`src/rspmc_pkg.sv`:
```
package rspmc_pkg;
    // power state codes reported to the controlling party
    typedef enum logic [3:0] {
        RSPMC_ST_IDLE = 4'b0000,
        RSPMC_ST_TX = 4'b0001,
        RSPMC_ST_RX = 4'b0010,
        RSPMC_ST_SLEEP = 4'b0011,
        RSPMC_ST_DEEP = 4'b0100,
        RSPMC_ST_OSC_ON = 4'b0101,
        RSPMC_ST_OSC_STABLE = 4'b0110,
        RSPMC_ST_HIBERNATE = 4'b0111
    } rspmc_state_t;

    // request / answer codes
    localparam logic [1:0] SUB_ACTIVE_CODE = 2'h0;
    localparam logic [1:0] SUB_SLEEP_CODE = 2'h1;
    localparam logic [1:0] SUB_DEEP_SLEEP_CODE = 2'h2;
    localparam logic [1:0] SUB_HIBERNATE_CODE = 2'h3;

    // result codes for the soft reset request
    localparam logic [1:0] RESULT_OK = 2'h0;
    localparam logic [1:0] INVALID_OPERATION_ERROR = 2'h1;

    // timing
    localparam int CLK_NS = 50;
    localparam int OSC_START_NS = 1000;
    localparam int OSC_START_CYC = (OSC_START_NS + CLK_NS - 1) / CLK_NS;
    localparam int OSC_SETTLE_NS = 1000;
    localparam int OSC_SETTLE_CYC = (OSC_SETTLE_NS + CLK_NS - 1) / CLK_NS;
    localparam int INTERVAL_W = 16;
    localparam logic [INTERVAL_W-1:0] INTERVAL_RESET = 16'h0064;
endpackage
```
`src/rspmc_ctrl.sv`:
```
`timescale 1ns/1ps
// How it works
// - soft reset clears registers, returns to idle
// - soft reset before stack init gives error
// - blocked state falls back to shallower state
// - no register access during deep sleep
// - idle, transmit, receive: clocks on, access
// - sleep gates the link clock, fast osc stays on
// - no sleep during transmit or receive
// - deep sleep: fast osc off, slow keeps timing
// - deep sleep: radio regulators off, retention on
// - deep sleep only from idle or sleep
// - hibernate only when fully idle
// - wake interrupt every interval while reduced
// - request sleep or deep, answer entered code
// - exit request wakes subsystem, answers active
// - exit while active changes nothing
// - events delivered only on service, may drop
// - deep wake passes oscillator on, stable
module rspmc_ctrl #(
    parameter int INTERVAL_BITS = rspmc_pkg::INTERVAL_W,
    parameter int START_CYC = rspmc_pkg::OSC_START_CYC,
    parameter int SETTLE_CYC = rspmc_pkg::OSC_SETTLE_CYC
) (
    input wire logic ref_clk,
    input wire logic rst_n,
    input wire logic stack_initialise,
    input wire logic stack_soft_reset_req,
    input wire logic reduced_power_request,
    input wire logic [1:0] reduced_power_code,
    input wire logic reduced_power_exit_request,
    input wire logic tx_start,
    input wire logic rx_start,
    input wire logic txrx_done,
    input wire logic procedures_active,
    input wire logic [INTERVAL_BITS-1:0] interval_period,
    input wire logic pending_event_in,
    input wire logic pending_event_service,
    input wire logic reg_access_req,
    output logic soft_reset_done,
    output logic [1:0] soft_reset_result,
    output logic subsys_reg_reset,
    output logic power_answer_valid,
    output logic [1:0] power_answer_code,
    output logic [3:0] power_state,
    output logic link_clk_en,
    output logic fast_crystal_osc_en,
    output logic slow_watch_osc_timing,
    output logic rf_regulators_on,
    output logic retention_on,
    output logic reg_access_grant,
    output logic wake_irq,
    output logic event_deliver,
    output logic event_dropped
);
    import rspmc_pkg::*;

    rspmc_state_t state, next_state;
    logic initialised;
    logic exit_pending;
    logic [7:0] wait_cnt;
    logic event_queued;
    logic [1:0] missed;

    // state classes
    wire is_active = (state == RSPMC_ST_IDLE) || (state == RSPMC_ST_TX) ||
                     (state == RSPMC_ST_RX);
    wire is_reduced = (state == RSPMC_ST_SLEEP) || (state == RSPMC_ST_DEEP) ||
                      (state == RSPMC_ST_HIBERNATE);
    wire busy_txrx = (state == RSPMC_ST_TX) || (state == RSPMC_ST_RX);
    wire soft_ok = stack_soft_reset_req && initialised;
    wire soft_bad = stack_soft_reset_req && !initialised;
    wire tick;

    // entry conditions; a refused state falls back toward the shallower one
    wire can_hib = (state == RSPMC_ST_IDLE) && !procedures_active;
    wire can_deep = (state == RSPMC_ST_IDLE) || (state == RSPMC_ST_SLEEP);
    wire can_sleep = (state == RSPMC_ST_IDLE) || (state == RSPMC_ST_SLEEP);
    wire want_hib = reduced_power_code == SUB_HIBERNATE_CODE;
    wire want_deep = want_hib || (reduced_power_code == SUB_DEEP_SLEEP_CODE);
    wire want_sleep = reduced_power_code != SUB_ACTIVE_CODE;
    wire [1:0] entered_code =
        (want_hib && can_hib) ? SUB_HIBERNATE_CODE :
        (want_deep && can_deep) ? SUB_DEEP_SLEEP_CODE :
        (want_sleep && can_sleep) ? SUB_SLEEP_CODE : SUB_ACTIVE_CODE;
    wire wait_done = wait_cnt == 8'h00;

    // answer code for the state a given target lands in
    function automatic logic [1:0] code_of(rspmc_state_t s);
        logic [1:0] c;
        c = SUB_ACTIVE_CODE;
        if (s == RSPMC_ST_SLEEP) begin
            c = SUB_SLEEP_CODE;
        end else if (s == RSPMC_ST_DEEP) begin
            c = SUB_DEEP_SLEEP_CODE;
        end else if (s == RSPMC_ST_HIBERNATE) begin
            c = SUB_HIBERNATE_CODE;
        end
        return c;
    endfunction

    // next state; soft reset dominates every other request
    always_comb begin
        next_state = state;
        if (soft_ok) begin
            next_state = RSPMC_ST_IDLE;
        end else begin
            unique case (state)
                RSPMC_ST_IDLE: begin
                    if (reduced_power_request && entered_code == SUB_HIBERNATE_CODE) begin
                        next_state = RSPMC_ST_HIBERNATE;
                    end else if (reduced_power_request && entered_code == SUB_DEEP_SLEEP_CODE) begin
                        next_state = RSPMC_ST_DEEP;
                    end else if (reduced_power_request && entered_code == SUB_SLEEP_CODE) begin
                        next_state = RSPMC_ST_SLEEP;
                    end else if (tx_start) begin
                        next_state = RSPMC_ST_TX;
                    end else if (rx_start) begin
                        next_state = RSPMC_ST_RX;
                    end
                end
                RSPMC_ST_TX, RSPMC_ST_RX: begin
                    if (txrx_done) begin
                        next_state = RSPMC_ST_IDLE;
                    end
                end
                RSPMC_ST_SLEEP: begin
                    if (reduced_power_exit_request || tick) begin
                        next_state = RSPMC_ST_IDLE;
                    end else if (reduced_power_request &&
                                 entered_code == SUB_DEEP_SLEEP_CODE) begin
                        next_state = RSPMC_ST_DEEP;
                    end
                end
                RSPMC_ST_DEEP, RSPMC_ST_HIBERNATE: begin
                    if (reduced_power_exit_request || tick) begin
                        next_state = RSPMC_ST_OSC_ON;
                    end
                end
                RSPMC_ST_OSC_ON: begin
                    if (wait_done) begin
                        next_state = RSPMC_ST_OSC_STABLE;
                    end
                end
                RSPMC_ST_OSC_STABLE: begin
                    if (wait_done) begin
                        next_state = RSPMC_ST_IDLE;
                    end
                end
                default: next_state = RSPMC_ST_IDLE;
            endcase
        end
    end

    // wake interval timer runs only while in a reduced state
    rspmc_interval_timer #(
        .W(INTERVAL_BITS)
    ) u_timer (
        .ref_clk(ref_clk),
        .rst_n(rst_n),
        .run(is_reduced),
        .period(interval_period),
        .tick(tick)
    );

    // state register and stack init flag
    always_ff @(posedge ref_clk) begin
        if (!rst_n) begin
            state <= RSPMC_ST_IDLE;
            initialised <= 1'b0;
        end else begin
            state <= next_state;
            initialised <= initialised | stack_initialise;
        end
    end

    // oscillator start and settle wait
    always_ff @(posedge ref_clk) begin
        if (!rst_n) begin
            wait_cnt <= 8'h00;
        end else if (next_state == RSPMC_ST_OSC_ON && state != RSPMC_ST_OSC_ON) begin
            wait_cnt <= 8'(START_CYC - 1);
        end else if (next_state == RSPMC_ST_OSC_STABLE && state != RSPMC_ST_OSC_STABLE) begin
            wait_cnt <= 8'(SETTLE_CYC - 1);
        end else if (!wait_done) begin
            wait_cnt <= wait_cnt - 8'h01;
        end
    end

    // exit request blocks until active; answered then, only once
    always_ff @(posedge ref_clk) begin
        if (!rst_n || soft_ok) begin
            exit_pending <= 1'b0;
        end else if (reduced_power_exit_request && !is_active) begin
            exit_pending <= 1'b1;
        end else if (is_active) begin
            exit_pending <= 1'b0;
        end
    end

    // answers: one-cycle pulse with the code of the state entered
    always_ff @(posedge ref_clk) begin
        if (!rst_n) begin
            power_answer_valid <= 1'b0;
            power_answer_code <= SUB_ACTIVE_CODE;
        end else if (reduced_power_request && !reduced_power_exit_request) begin
            power_answer_valid <= 1'b1;
            power_answer_code <= is_reduced ? code_of(next_state) : entered_code;
        end else if (reduced_power_exit_request && is_active) begin
            power_answer_valid <= 1'b1;
            power_answer_code <= SUB_ACTIVE_CODE;
        end else if ((exit_pending || reduced_power_exit_request) && !is_active &&
                     next_state == RSPMC_ST_IDLE) begin
            // only on the step into idle: exit_pending lingers one cycle after it
            power_answer_valid <= 1'b1;
            power_answer_code <= SUB_ACTIVE_CODE;
        end else begin
            power_answer_valid <= 1'b0;
        end
    end

    // soft reset answer and register reset pulse; no event raised
    always_ff @(posedge ref_clk) begin
        if (!rst_n) begin
            soft_reset_done <= 1'b0;
            soft_reset_result <= RESULT_OK;
            subsys_reg_reset <= 1'b0;
        end else begin
            soft_reset_done <= stack_soft_reset_req;
            soft_reset_result <= soft_bad ? INVALID_OPERATION_ERROR : RESULT_OK;
            subsys_reg_reset <= soft_ok;
        end
    end

    // clock, oscillator and regulator controls follow the next state
    wire nx_active = (next_state == RSPMC_ST_IDLE) || (next_state == RSPMC_ST_TX) ||
                     (next_state == RSPMC_ST_RX);
    wire nx_osc_off = (next_state == RSPMC_ST_DEEP) || (next_state == RSPMC_ST_HIBERNATE);
    always_ff @(posedge ref_clk) begin
        if (!rst_n) begin
            link_clk_en <= 1'b1;
            fast_crystal_osc_en <= 1'b1;
            slow_watch_osc_timing <= 1'b0;
            rf_regulators_on <= 1'b1;
            retention_on <= 1'b0;
            power_state <= RSPMC_ST_IDLE;
        end else begin
            link_clk_en <= nx_active;
            fast_crystal_osc_en <= !nx_osc_off;
            slow_watch_osc_timing <= nx_osc_off;
            rf_regulators_on <= !nx_osc_off && next_state != RSPMC_ST_OSC_ON;
            retention_on <= nx_osc_off;
            power_state <= next_state;
        end
    end

    // register access refused while retention only keeps the logic alive
    always_ff @(posedge ref_clk) begin
        if (!rst_n) begin
            reg_access_grant <= 1'b0;
        end else begin
            reg_access_grant <= reg_access_req && nx_active;
        end
    end

    // wake interrupt pulse
    always_ff @(posedge ref_clk) begin
        if (!rst_n) begin
            wake_irq <= 1'b0;
        end else begin
            wake_irq <= tick;
        end
    end

    // events wait for service; starved ones are dropped after two intervals
    always_ff @(posedge ref_clk) begin
        if (!rst_n || soft_ok) begin
            event_queued <= 1'b0;
            missed <= 2'h0;
            event_deliver <= 1'b0;
            event_dropped <= 1'b0;
        end else begin
            event_deliver <= pending_event_service && event_queued;
            event_dropped <= 1'b0;
            if (pending_event_in) begin
                event_queued <= 1'b1; // new event wins over service clear
                missed <= 2'h0;
            end else if (pending_event_service) begin
                event_queued <= 1'b0;
                missed <= 2'h0;
            end else if (tick && event_queued) begin
                if (missed == 2'h1) begin
                    event_queued <= 1'b0;
                    event_dropped <= 1'b1;
                    missed <= 2'h0;
                end else begin
                    missed <= missed + 2'h1;
                end
            end
        end
    end
endmodule

```
`src/rspmc_interval_timer.sv`:
```
`timescale 1ns/1ps
// counts one interval and pulses at each expiry while enabled
module rspmc_interval_timer #(
    parameter int W = 16
) (
    input wire logic ref_clk,
    input wire logic rst_n,
    input wire logic run,
    input wire logic [W-1:0] period,
    output logic tick
);
    logic [W-1:0] count;
    wire expire = run && (count >= period - W'(1));

    // counter restarts whenever disabled so each sleep starts a full interval
    always_ff @(posedge ref_clk) begin
        if (!rst_n || !run || expire) begin
            count <= '0;
        end else begin
            count <= count + W'(1);
        end
    end

    always_ff @(posedge ref_clk) begin
        if (!rst_n) begin
            tick <= 1'b0;
        end else begin
            tick <= expire;
        end
    end
endmodule

```
`config.mk`:
```
export PLATFORM = sky130hd
export DESIGN_NAME = rspmc_ctrl
export DESIGN_NICKNAME = d
export VERILOG_FILES = /design/src/rspmc_pkg.sv /design/src/rspmc_ctrl.sv /design/src/rspmc_interval_timer.sv
export SDC_FILE = /design/constraint.sdc
export NUM_CORES = 1
export LEC_CHECK = 0
export BUFFER_PORTS_ARGS = -buffer_cell sky130_fd_sc_hd__buf_2
export CAP_MARGIN = 5
export CORE_MARGIN = 2
export CORE_UTILIZATION = 51
export CTS_CLUSTER_DIAMETER = 50
export CTS_CLUSTER_SIZE = 40
export DETAILED_ROUTE_END_ITERATION = 10
export GPL_TIMING_DRIVEN = 0
export PLACE_DENSITY = 0.85
export SYNTH_ARGS = -nofsm -noshare
export SYNTH_HDL_FRONTEND = slang
export SYNTH_HIERARCHICAL = 1
export SYNTH_SLANG_ARGS = --single-unit
```
`constraint.sdc`:
```
create_clock -name ref_clk -period 2.4 [get_ports ref_clk]
set_clock_uncertainty 0.1 [all_clocks]
set_input_delay 0.24 -clock ref_clk [delete_from_list [all_inputs] [get_ports ref_clk]]
set_output_delay 0.24 -clock ref_clk [all_outputs]
set_load 0.02 [all_outputs]
```
==> run summary, run 1 <==
Placed inst area: 3310 µm²
Seq pwr share: 0.438
Clock Latency Late Sink: 300 ps
Synth area leaders: dfxtp_1 (32%), ha_1 (8.0%), xnor2_1 (7.4%), nand2_1 (4.3%), nor2_1 (4.2%)
Failing checks: negative setup slack
Row count: 27
Fin Hold WS: 49.4 ps
Final worst slack: -56.4 ps
Slew Limit Fails: 0
Yosys reg bits: 48
RSZ-0062 raised after global routing: yes
Core ar.: 5540 µm²
Area Overhead vs Synth: 26.1%
First-pass GRT wire length: 10,800 µm
Share of flip-flops with an asynchronous set or reset: 0
Gr usage total: 0.210
Final WL: 7090 µm
H-Tree Depth: 2
Largest net degree at the start of global routing: 15
# DRC: 0
Worst EP arrival: 2550 ps
Vias per cell: 5.66
IO buf count: 49
Share of post-route cells with drive strength above 1: 0.320
Maximum VDD drop: 0.437 mV
Crit path max-delay cell type: o221ai_4
Most used cell, CP: nor3_2
PwrDens: 581 nW/µm²
Routability cong.: 0.915
Post-synth cell types: 58
Fin area: 3730 µm²
Status: complete, but fails checks
Period utilisation layout: 1.02
Clk sink count: 48
Nets: 455
Synth Flop Type: dfxtp_1
DR WL/cell: 14.8 µm
Initial detailed-routing violation count: 159
Average size of a mapped cell: 8.86 µm²
Die ar.: 6430 µm²
Overall Power: 2.17 mW
CP endpoint kind: flip-flop
Final Hold Violating Endpoints: 0
Vias: 2,706
Syn. warnings: 6
Startpoint class of the critical path: primary input
Clock root buffer: clkbuf_8
Logic pwr share: 0.330
# hold bufs at CTS: 0
Starting Density: 0.534
CTS tree: yes
Dpl ws: -426 ps
Min Tclk post-route: 2460 ps
DRT antenna net count: 0
CP bufs+invs: 2
Crit-path max FO: 7
Vias in the first global route: 2,568
Cell count after synthesis: 334
Clock-pin slew on the worst setup and hold paths: 90 ps
Fmax: 407 MHz
# diodes: 0
Leakage: 1.45 nW
Register area share after synthesis: 0.325
Total negative slack: -517 ps
Switch share: 0.327
Req. time, crit path: 2500 ps
Slowest Stage Delay on Critical Path: 380 ps
Initial antenna violation count: 0
Die height: 80.2 µm
Remaining global-route overflow: 0
Clock power share: 0.232
Max-Cap Viols: 0
I/O pin cnt: 51
Sequential Area: 963 µm²
FILL cells: 427
Kind of cell adding the most delay to the critical path: simple AND/OR/NAND/NOR gates
Drt first pass iters: 4
Net switching power: 0.710 mW
Worst Setup Path Type: in2reg
Chip Width: 80.2 µm
Yosys top cell by area: dfxtp_1
Longest Clk Path Bufs: 2
Yosys top cell area share: 0.325
Hold/Removal Path Class: in2reg
Hpwl dp: 4810 µm
Number of synthesized flops with an enable pin: 0
Setup violations, final: 12
Mapped cell area: 2960 µm²
CP Cell Sequence: buf_2, nor4_4, nand2b_1, nor3_2, xnor2_1, ha_1, and4_4, nand4_1, o221ai_4, clkbuf_16, nor3_2
Internal power: 1.46 mW
Area of the multi-input gates: 2070 µm²
Clock buffer count from CTS: 5
-- synthesized netlist by cell type, drive strengths merged, types with 8 or more instances --
cell / n
o21a: 8
nor2: 33
ha: 19
a21oi: 11
xor2: 9
o21ai: 9
xnor2: 25
inv: 12
nor3: 32
dfxtp: 48
nor4: 11
nand2: 34
buf: 8
nand3: 10
-- registers in the layout, indices dropped and copies added, names as in the netlist, 2 cells and up --
register and count:
missed 2, power_answer_code 2, u_timer/count 16, wait_cnt 8, power_state 4
-- worst paths after layout --
check,startpoint,endpoint,slack [ps],depth (start not counted)
worst max-delay path,interval_period[10],u_timer/count[8],-60,11
worst min-delay path,stack_initialise,initialised,50,3
worst max register to register,wait_cnt[1],power_answer_code[1],50,10
worst min register to register,missed[1],missed[1],340,2
-- routing by layer --
layer / routed length [µm] / vias to the layer above / global-route usage
met5: 0 / - / 0
met1: 2850 / 1271 / 0.236
met4: 103 / 0 / 0.0932
met3: 389 / 12 / 0.0416
li1: - / 1337 / -
met2: 3750 / 86 / 0.379
-- logic make-up (layout without fill, tap and decap cells) --
logic type / after synthesis / count (layout) / synth area share
DFF: 48 / 48 / 0.325
xor gates and xnor gates: 34 / 34 / 0.101
AOI/OAI and AO/OA: 52 / 52 / 0.134
buffers and inverters: 21 / 92 / 0.0402
other: 1 / 2 / 0.00127
muxes: 1 / 1 / 0.00381
and+or+nand+nor: 158 / 158 / 0.315
adders and majority gates: 19 / 19 / 0.0803
-- what timing repair did --
action / in CTS / in global routing
gates cloned: 0 / 1
pin swaps: 2 / 22
resized for setup: 7 / 39
setup buffers: 1 / 12
endpoints found under the setup margin: 10 / 27
-- per-stage QoR --
stage / instances / util
after floorplan: 335 / -
after global placement: 456 / 0.597
after detailed placement: 456 / 0.597
after CTS: 465 / 0.624
after global routing: 478 / 0.673
final: 478 / 0.673
-- cell usage in the layout (no fill, tap or decap), drive strengths merged, types with 2 or more instances in the layout --
master,instances
nand2b,5
and4,3
a31oi,3
nand4,5
and2,6
o21a,8
nand3b,3
nor3,32
and3,3
a21oi,11
conb,2
nor2b,5
clkbuf,9
and4bb,2
or3,2
nor4,11
xnor2,25
o2111ai,4
nor2,33
o21ai,9
a21o,2
o22ai,3
xor2,9
inv,12
ha,19
buf,70
nand2,34
dfxtp,48
nand3,10
-- layout make-up --
class                   instances  share of cell area
multi-input cells             266               0.554
flip-flops and latches         48               0.258
repair buffers                 63               0.105
well taps                      72              0.0241
clock buffers                   7              0.0231
plain buffers                   9              0.0215
inverters                      12              0.0121
clock inverters                 1             0.00201
-- tightest hold or removal path: stages --
cell,delay [ps]
buf_2,70
nor2_1,30
nor2_1,70
-- power groups by stage --
stage / clock, mW / sequential [mW] / combinational (mW)
finish: 0.503 / 0.951 / 0.716
global route: 0.546 / 0.962 / 0.803
CTS: 0.511 / 0.943 / 0.582
detailed placement: 0 / 0.960 / 0.572
global placement: 0 / 0.955 / 0.555
floorplan: 0 / 0.959 / 0.439
(Power assumes the default switching activity.)
==> inputs of run 2 (changes only) <==
--- a/config.mk
+++ b/config.mk
@@ -5,6 +5,7 @@
 export SDC_FILE = /design/constraint.sdc
 export NUM_CORES = 1
 export LEC_CHECK = 0
+export ABC_AREA = 1
 export BUFFER_PORTS_ARGS = -buffer_cell sky130_fd_sc_hd__buf_2
 export CAP_MARGIN = 5
 export CORE_MARGIN = 2
==> run summary, run 2 <==
Yosys reg bits: 48
Overall Power: 2.14 mW
Worst EP arrival: 2280 ps
Reg2reg setup slack: 320 ps
Slowest Stage Delay on Critical Path: 270 ps
Syn. warnings: 6
Req. time, crit path: 2500 ps
Hpwl dp: 5020 µm
Initial antenna violation count: 0
Min Tclk post-route: 2170 ps
Share of post-route cells with drive strength above 1: 0.236
Clock root buffer: clkbuf_8
# DRC: 0
RSZ-0062 raised after global routing: no
Most frequent cells in the layout: nand2_1 (76), nor2_1 (71), inv_1 (55), buf_2 (50), dfxtp_1 (48)
Longest Clk Path Bufs: 2
Nets: 540
Number of synthesized flops with an enable pin: 0
Clk sink count: 48
Worst Setup Path Type: in2reg
Cell count after synthesis: 430
DRT antenna net count: 0
Setup violations, final: 0
CTS tree: yes
Initial detailed-routing violation count: 82
Vias per cell: 4.89
DR WL/cell: 10.8 µm
Yosys top cell area share: 0.312
Register area share after synthesis: 0.312
# hold bufs at CTS: 0
Die ar.: 6690 µm²
Number of flip-flops under the largest register name: 16
Period utilisation layout: 0.906
Final Hold Violating Endpoints: 0
Clock Latency Late Sink: 300 ps
Vias in the first global route: 2,591
Die height: 81.8 µm
Max-Cap Viols: 0
Status: complete, no violations
Synth area leaders: dfxtp_1 (31%), nand2_1 (9.4%), nor2_1 (8.8%), ha_1 (7.7%), inv_1 (6.7%)
Synth Flop Type: dfxtp_1
Fin Hold WS: 51.6 ps
Core Util, Final: 0.609
Remaining global-route overflow: 0
Final std cells w/o fill: 566
Dpl ws: -220 ps
Crit path max-delay cell type: ha_1
Yosys top cell by area: dfxtp_1
Startpoint class of the critical path: primary input
Clock buffer count from CTS: 5
Maximum VDD drop: 0.408 mV
Core ar.: 5890 µm²
Synth cell count leaders: nand2_1 (77), nor2_1 (72), inv_1 (55)
Row count: 28
PwrDens: 598 nW/µm²
Final WL: 6090 µm
Hold/Removal Path Class: in2reg
Top-count cell post-synth: nand2_1
Largest net degree at the start of global routing: 16
Chip Width: 81.8 µm
Slew Limit Fails: 0
Drt first pass iters: 4
Area Overhead vs Synth: 16.1%
Leakage: 1.72 nW
IO buf count: 49
Most used cell, CP: nor2_1
Final worst slack: 225 ps
CP Cell Sequence: buf_2, inv_1, ha_4, nand2_2, nor2_2, nand3b_1, nor2_1, xor2_1, inv_1, ha_1, nand4_1, nor2_1, nand2_2, nand3_4, buf_6, nor2_1
Sequential Area: 961 µm²
Area of the multi-input gates: 1880 µm²
Largest regs: u_timer/count x16, wait_cnt x8, power_state x4
Routability cong.: 0.907
Most common cell after layout, fill and taps aside: nand2_1
Crit-path max FO: 10
Mapped cell area: 3080 µm²
Average size of a mapped cell: 7.17 µm²
Gr usage total: 0.195
First-pass GRT wire length: 10,400 µm
Post-synth cell types: 33
Placed insts: 555
H-Tree Depth: 2
Clock-pin slew on the worst setup and hold paths: 90 ps
Vias: 2,768
I/O pin cnt: 51
FILL cells: 553
# diodes: 0
Fmax: 460 MHz
Starting Density: 0.524
Share of flip-flops with an asynchronous set or reset: 0
Largest Register: u_timer/count
CP endpoint kind: flip-flop
[run 2: cell count changes in the layout (fill, tap and decap cells not counted), moves of 15 or more]
cell and delta:
nand2_1 +44, inv_1 +45, nor2_1 +39, nor2_2 +15
[run 2: worst paths after layout]
check | start | cells past startpoint | endpoint
min | stack_initialise | 3 | initialised
max | interval_period[0] | 16 | u_timer/count[12]
max reg2reg | wait_cnt[0] | 11 | power_answer_code[0]
min reg2reg | missed[1] | 2 | missed[1]
[run 2: routing by layer]
layer | track usage | share of wire
met2 | 0.370 | 0.50
met5 | 0 | 0
met3 | 0.0330 | 0.045
met4 | 0.0617 | 0.017
met1 | 0.219 | 0.43
[run 2: cell type report]
type,instances,area share
clock buffer,6,0.0231
sequential,48,0.268
buffer,4,0.00873
timing repair buffer,52,0.0782
tap,75,0.0262
inverter,63,0.0660
clock inverter,2,0.00384
multi-input combinational,316,0.526
[run 2: logic make-up (layout without fill, tap and decap cells)]
| group | Yosys count | in the layout | synth area share |
|---|---|---|---|
| adders and majority gates | 19 | 19 | 0.0771 |
| AOI/OAI and AO/OA | 29 | 29 | 0.0487 |
| and+or+nand+nor | 233 | 233 | 0.381 |
| buffers and inverters | 67 | 127 | 0.0868 |
| other | 1 | 2 | 0.00122 |
| xor gates and xnor gates | 33 | 33 | 0.0937 |
| DFF | 48 | 48 | 0.312 |
[run 2: what timing repair did]
item                       CTS  global route
resized for setup            0             5
setup endpoints to repair    0            12
buffers inserted             0             3
[run 2: worst max-delay path: cells and delay by family]
family,cells,cell delay (ps)
simple gates,9,1010
buf+inv,4,440
fa+ha+maj,2,430
xor+xnor,1,150
[run 2: through the flow]
stage,TNS [ps],area (µm²)
final,0,3580
after detailed placement,-2480,3430
after CTS,0,3520
after global placement,-1440,3430
after floorplan,0,3090
after global routing,0,3580
[run 2: where the power goes]
group | switching [mW] | total, mW | leakage (nW) | internal, mW
clock network | 0.272 | 0.508 | 0.0516 | 0.236
registers | 0.0604 | 0.934 | 0.391 | 0.873
logic | 0.409 | 0.699 | 1.27 | 0.290
total | 0.741 | 2.14 | 1.72 | 1.40
==> inputs of run 3 (changes only) <==
--- a/config.mk
+++ b/config.mk
@@ -15,6 +15,7 @@
 export DETAILED_ROUTE_END_ITERATION = 10
 export GPL_TIMING_DRIVEN = 0
 export PLACE_DENSITY = 0.85
+export REMOVE_ABC_BUFFERS = 1
 export SYNTH_ARGS = -nofsm -noshare
 export SYNTH_HDL_FRONTEND = slang
 export SYNTH_HIERARCHICAL = 1
==> run summary, run 3 (same netlist as run 2, synthesis figures left out) <==
Hpwl dp: 4980 µm
Row count: 28
# hold bufs at CTS: 0
Die ar.: 6690 µm²
Vias per cell: 4.92
Hold/Removal Path Class: in2reg
Most common cell after layout, fill and taps aside: nand2_1
Clk sink count: 48
Status: complete, no violations
Startpoint class of the critical path: primary input
Slew Limit Fails: 0
Area of the multi-input gates: 1880 µm²
Remaining global-route overflow: 0
Area Overhead vs Synth: 14.9%
FILL cells: 548
Crit-path max FO: 8
Maximum VDD drop: 0.528 mV
I/O pin cnt: 51
H-Tree Depth: 2
Core ar.: 5890 µm²
Initial detailed-routing violation count: 65
# diodes: 0
Req. time, crit path: 2550 ps
Initial antenna violation count: 0
Number of flip-flops under the largest register name: 16
Worst EP arrival: 2330 ps
Most frequent cells in the layout: nand2_1 (76), nor2_1 (71), inv_1 (55), buf_2 (49), dfxtp_1 (48)
Longest Clk Path Bufs: 2
Min Tclk post-route: 2180 ps
Drt first pass iters: 4
Nets: 535
DRT antenna net count: 0
Leakage: 1.69 nW
Starting Density: 0.524
Largest net degree at the start of global routing: 18
Gr usage total: 0.202
Routability cong.: 0.924
Max-Cap Viols: 0
Fmax: 458 MHz
M3 GR Usage: 0.0407
Period utilisation layout: 0.910
CP endpoint kind: flip-flop
Final WL: 6300 µm
Kind of cell adding the most delay to the critical path: simple AND/OR/NAND/NOR gates
Overall Power: 2.25 mW
Clock-pin slew on the worst setup and hold paths: 100 ps
Clock buffer count from CTS: 5
GR peak layer: met2
Crit path max-delay cell type: ha_1
CP Cell Sequence: buf_2, inv_1, ha_1, nand2_2, nor3_2, nand2_1, xnor2_1, inv_1, ha_1, nand4_1, a21oi_1, nor2_2, nand3_4, nor2_1
Chip Width: 81.8 µm
Met1 Use GR: 0.230
RSZ-0062 raised after global routing: no
Sequential Area: 961 µm²
Core Util, Final: 0.602
Slowest Stage Delay on Critical Path: 290 ps
IO buf count: 49
Share of post-route cells with drive strength above 1: 0.226
Vias: 2,761
Setup violations, final: 0
Largest Register: u_timer/count
CP bufs+invs: 3
Clock Latency Late Sink: 310 ps
# DRC: 0
GR Util met2: 0.376
Worst Setup Path Type: in2reg
Final Hold Violating Endpoints: 0
Die height: 81.8 µm
Vias in the first global route: 2,652
Final std cells w/o fill: 561
Placed insts: 551
DR WL/cell: 11.2 µm
Largest regs: u_timer/count x16, wait_cnt x8, power_state x4
First-pass GRT wire length: 10,800 µm
Clock root buffer: clkbuf_8
CTS tree: yes
PwrDens: 634 nW/µm²
-- run 3: power by group --
| part | internal (mW) | total (mW) | switching, mW | leakage, nW |
|---|---|---|---|---|
| logic | 0.286 | 0.694 | 0.408 | 1.24 |
| clock network | 0.321 | 0.619 | 0.297 | 0.0607 |
| registers | 0.873 | 0.933 | 0.0598 | 0.391 |
| total | 1.48 | 2.25 | 0.765 | 1.69 |
-- run 3: worst reg2reg max path, stage by stage, from the launching register on --
cell     delay (ps)
dfxtp_1         520
inv_2           100
nand2_2         120
nand3_2         110
nor2_4          130
nand3_4         110
nand3_1         130
nand3_2         140
nand2_2         120
nand4_1         180
nand3_1         120
a21oi_1          70
-- run 3: worst paths after layout --
path	start	to	slack, ps	depth (start not counted)
worst max register to register	power_state[0]	power_answer_code[0]	340	11
worst min register to register	initialised	soft_reset_result[0]	340	1
worst max-delay path	interval_period[0]	u_timer/count[1]	220	14
worst min-delay path	stack_soft_reset_req	soft_reset_done	40	3
-- run 3: repair_timing --
action	4_1_cts	5_1_grt
gates resized for setup	0	3
endpoints found under the setup margin	0	16
setup buffers	0	1
-- run 3: area by class of cell --
cell class	instances	area share
flip-flops and latches	48	0.271
clock buffers	5	0.0194
inverters	63	0.0667
repair buffers	50	0.0713
well taps	75	0.0265
clock inverters	3	0.0141
multi-input cells	317	0.531
-- run 3: metal layers --
| metal | part of all wire | wire, µm |
|---|---|---|
| met3 | 0.052 | 328 |
| met5 | 0 | 0 |
| met4 | 0.016 | 103 |
| met2 | 0.51 | 3210 |
| met1 | 0.42 | 2660 |
-- run 3: per-stage QoR --
stage	setup TNS, ps	hold WS [ps]	area, µm²	setup slack [ps]
after floorplan	0	216	3060	309
final	0	36.8	3540	215
after detailed placement	-2190	328	3400	-163
after global placement	-1200	322	3400	-78.6
after CTS	0	37.4	3510	170
after global routing	0	36.1	3540	11.1
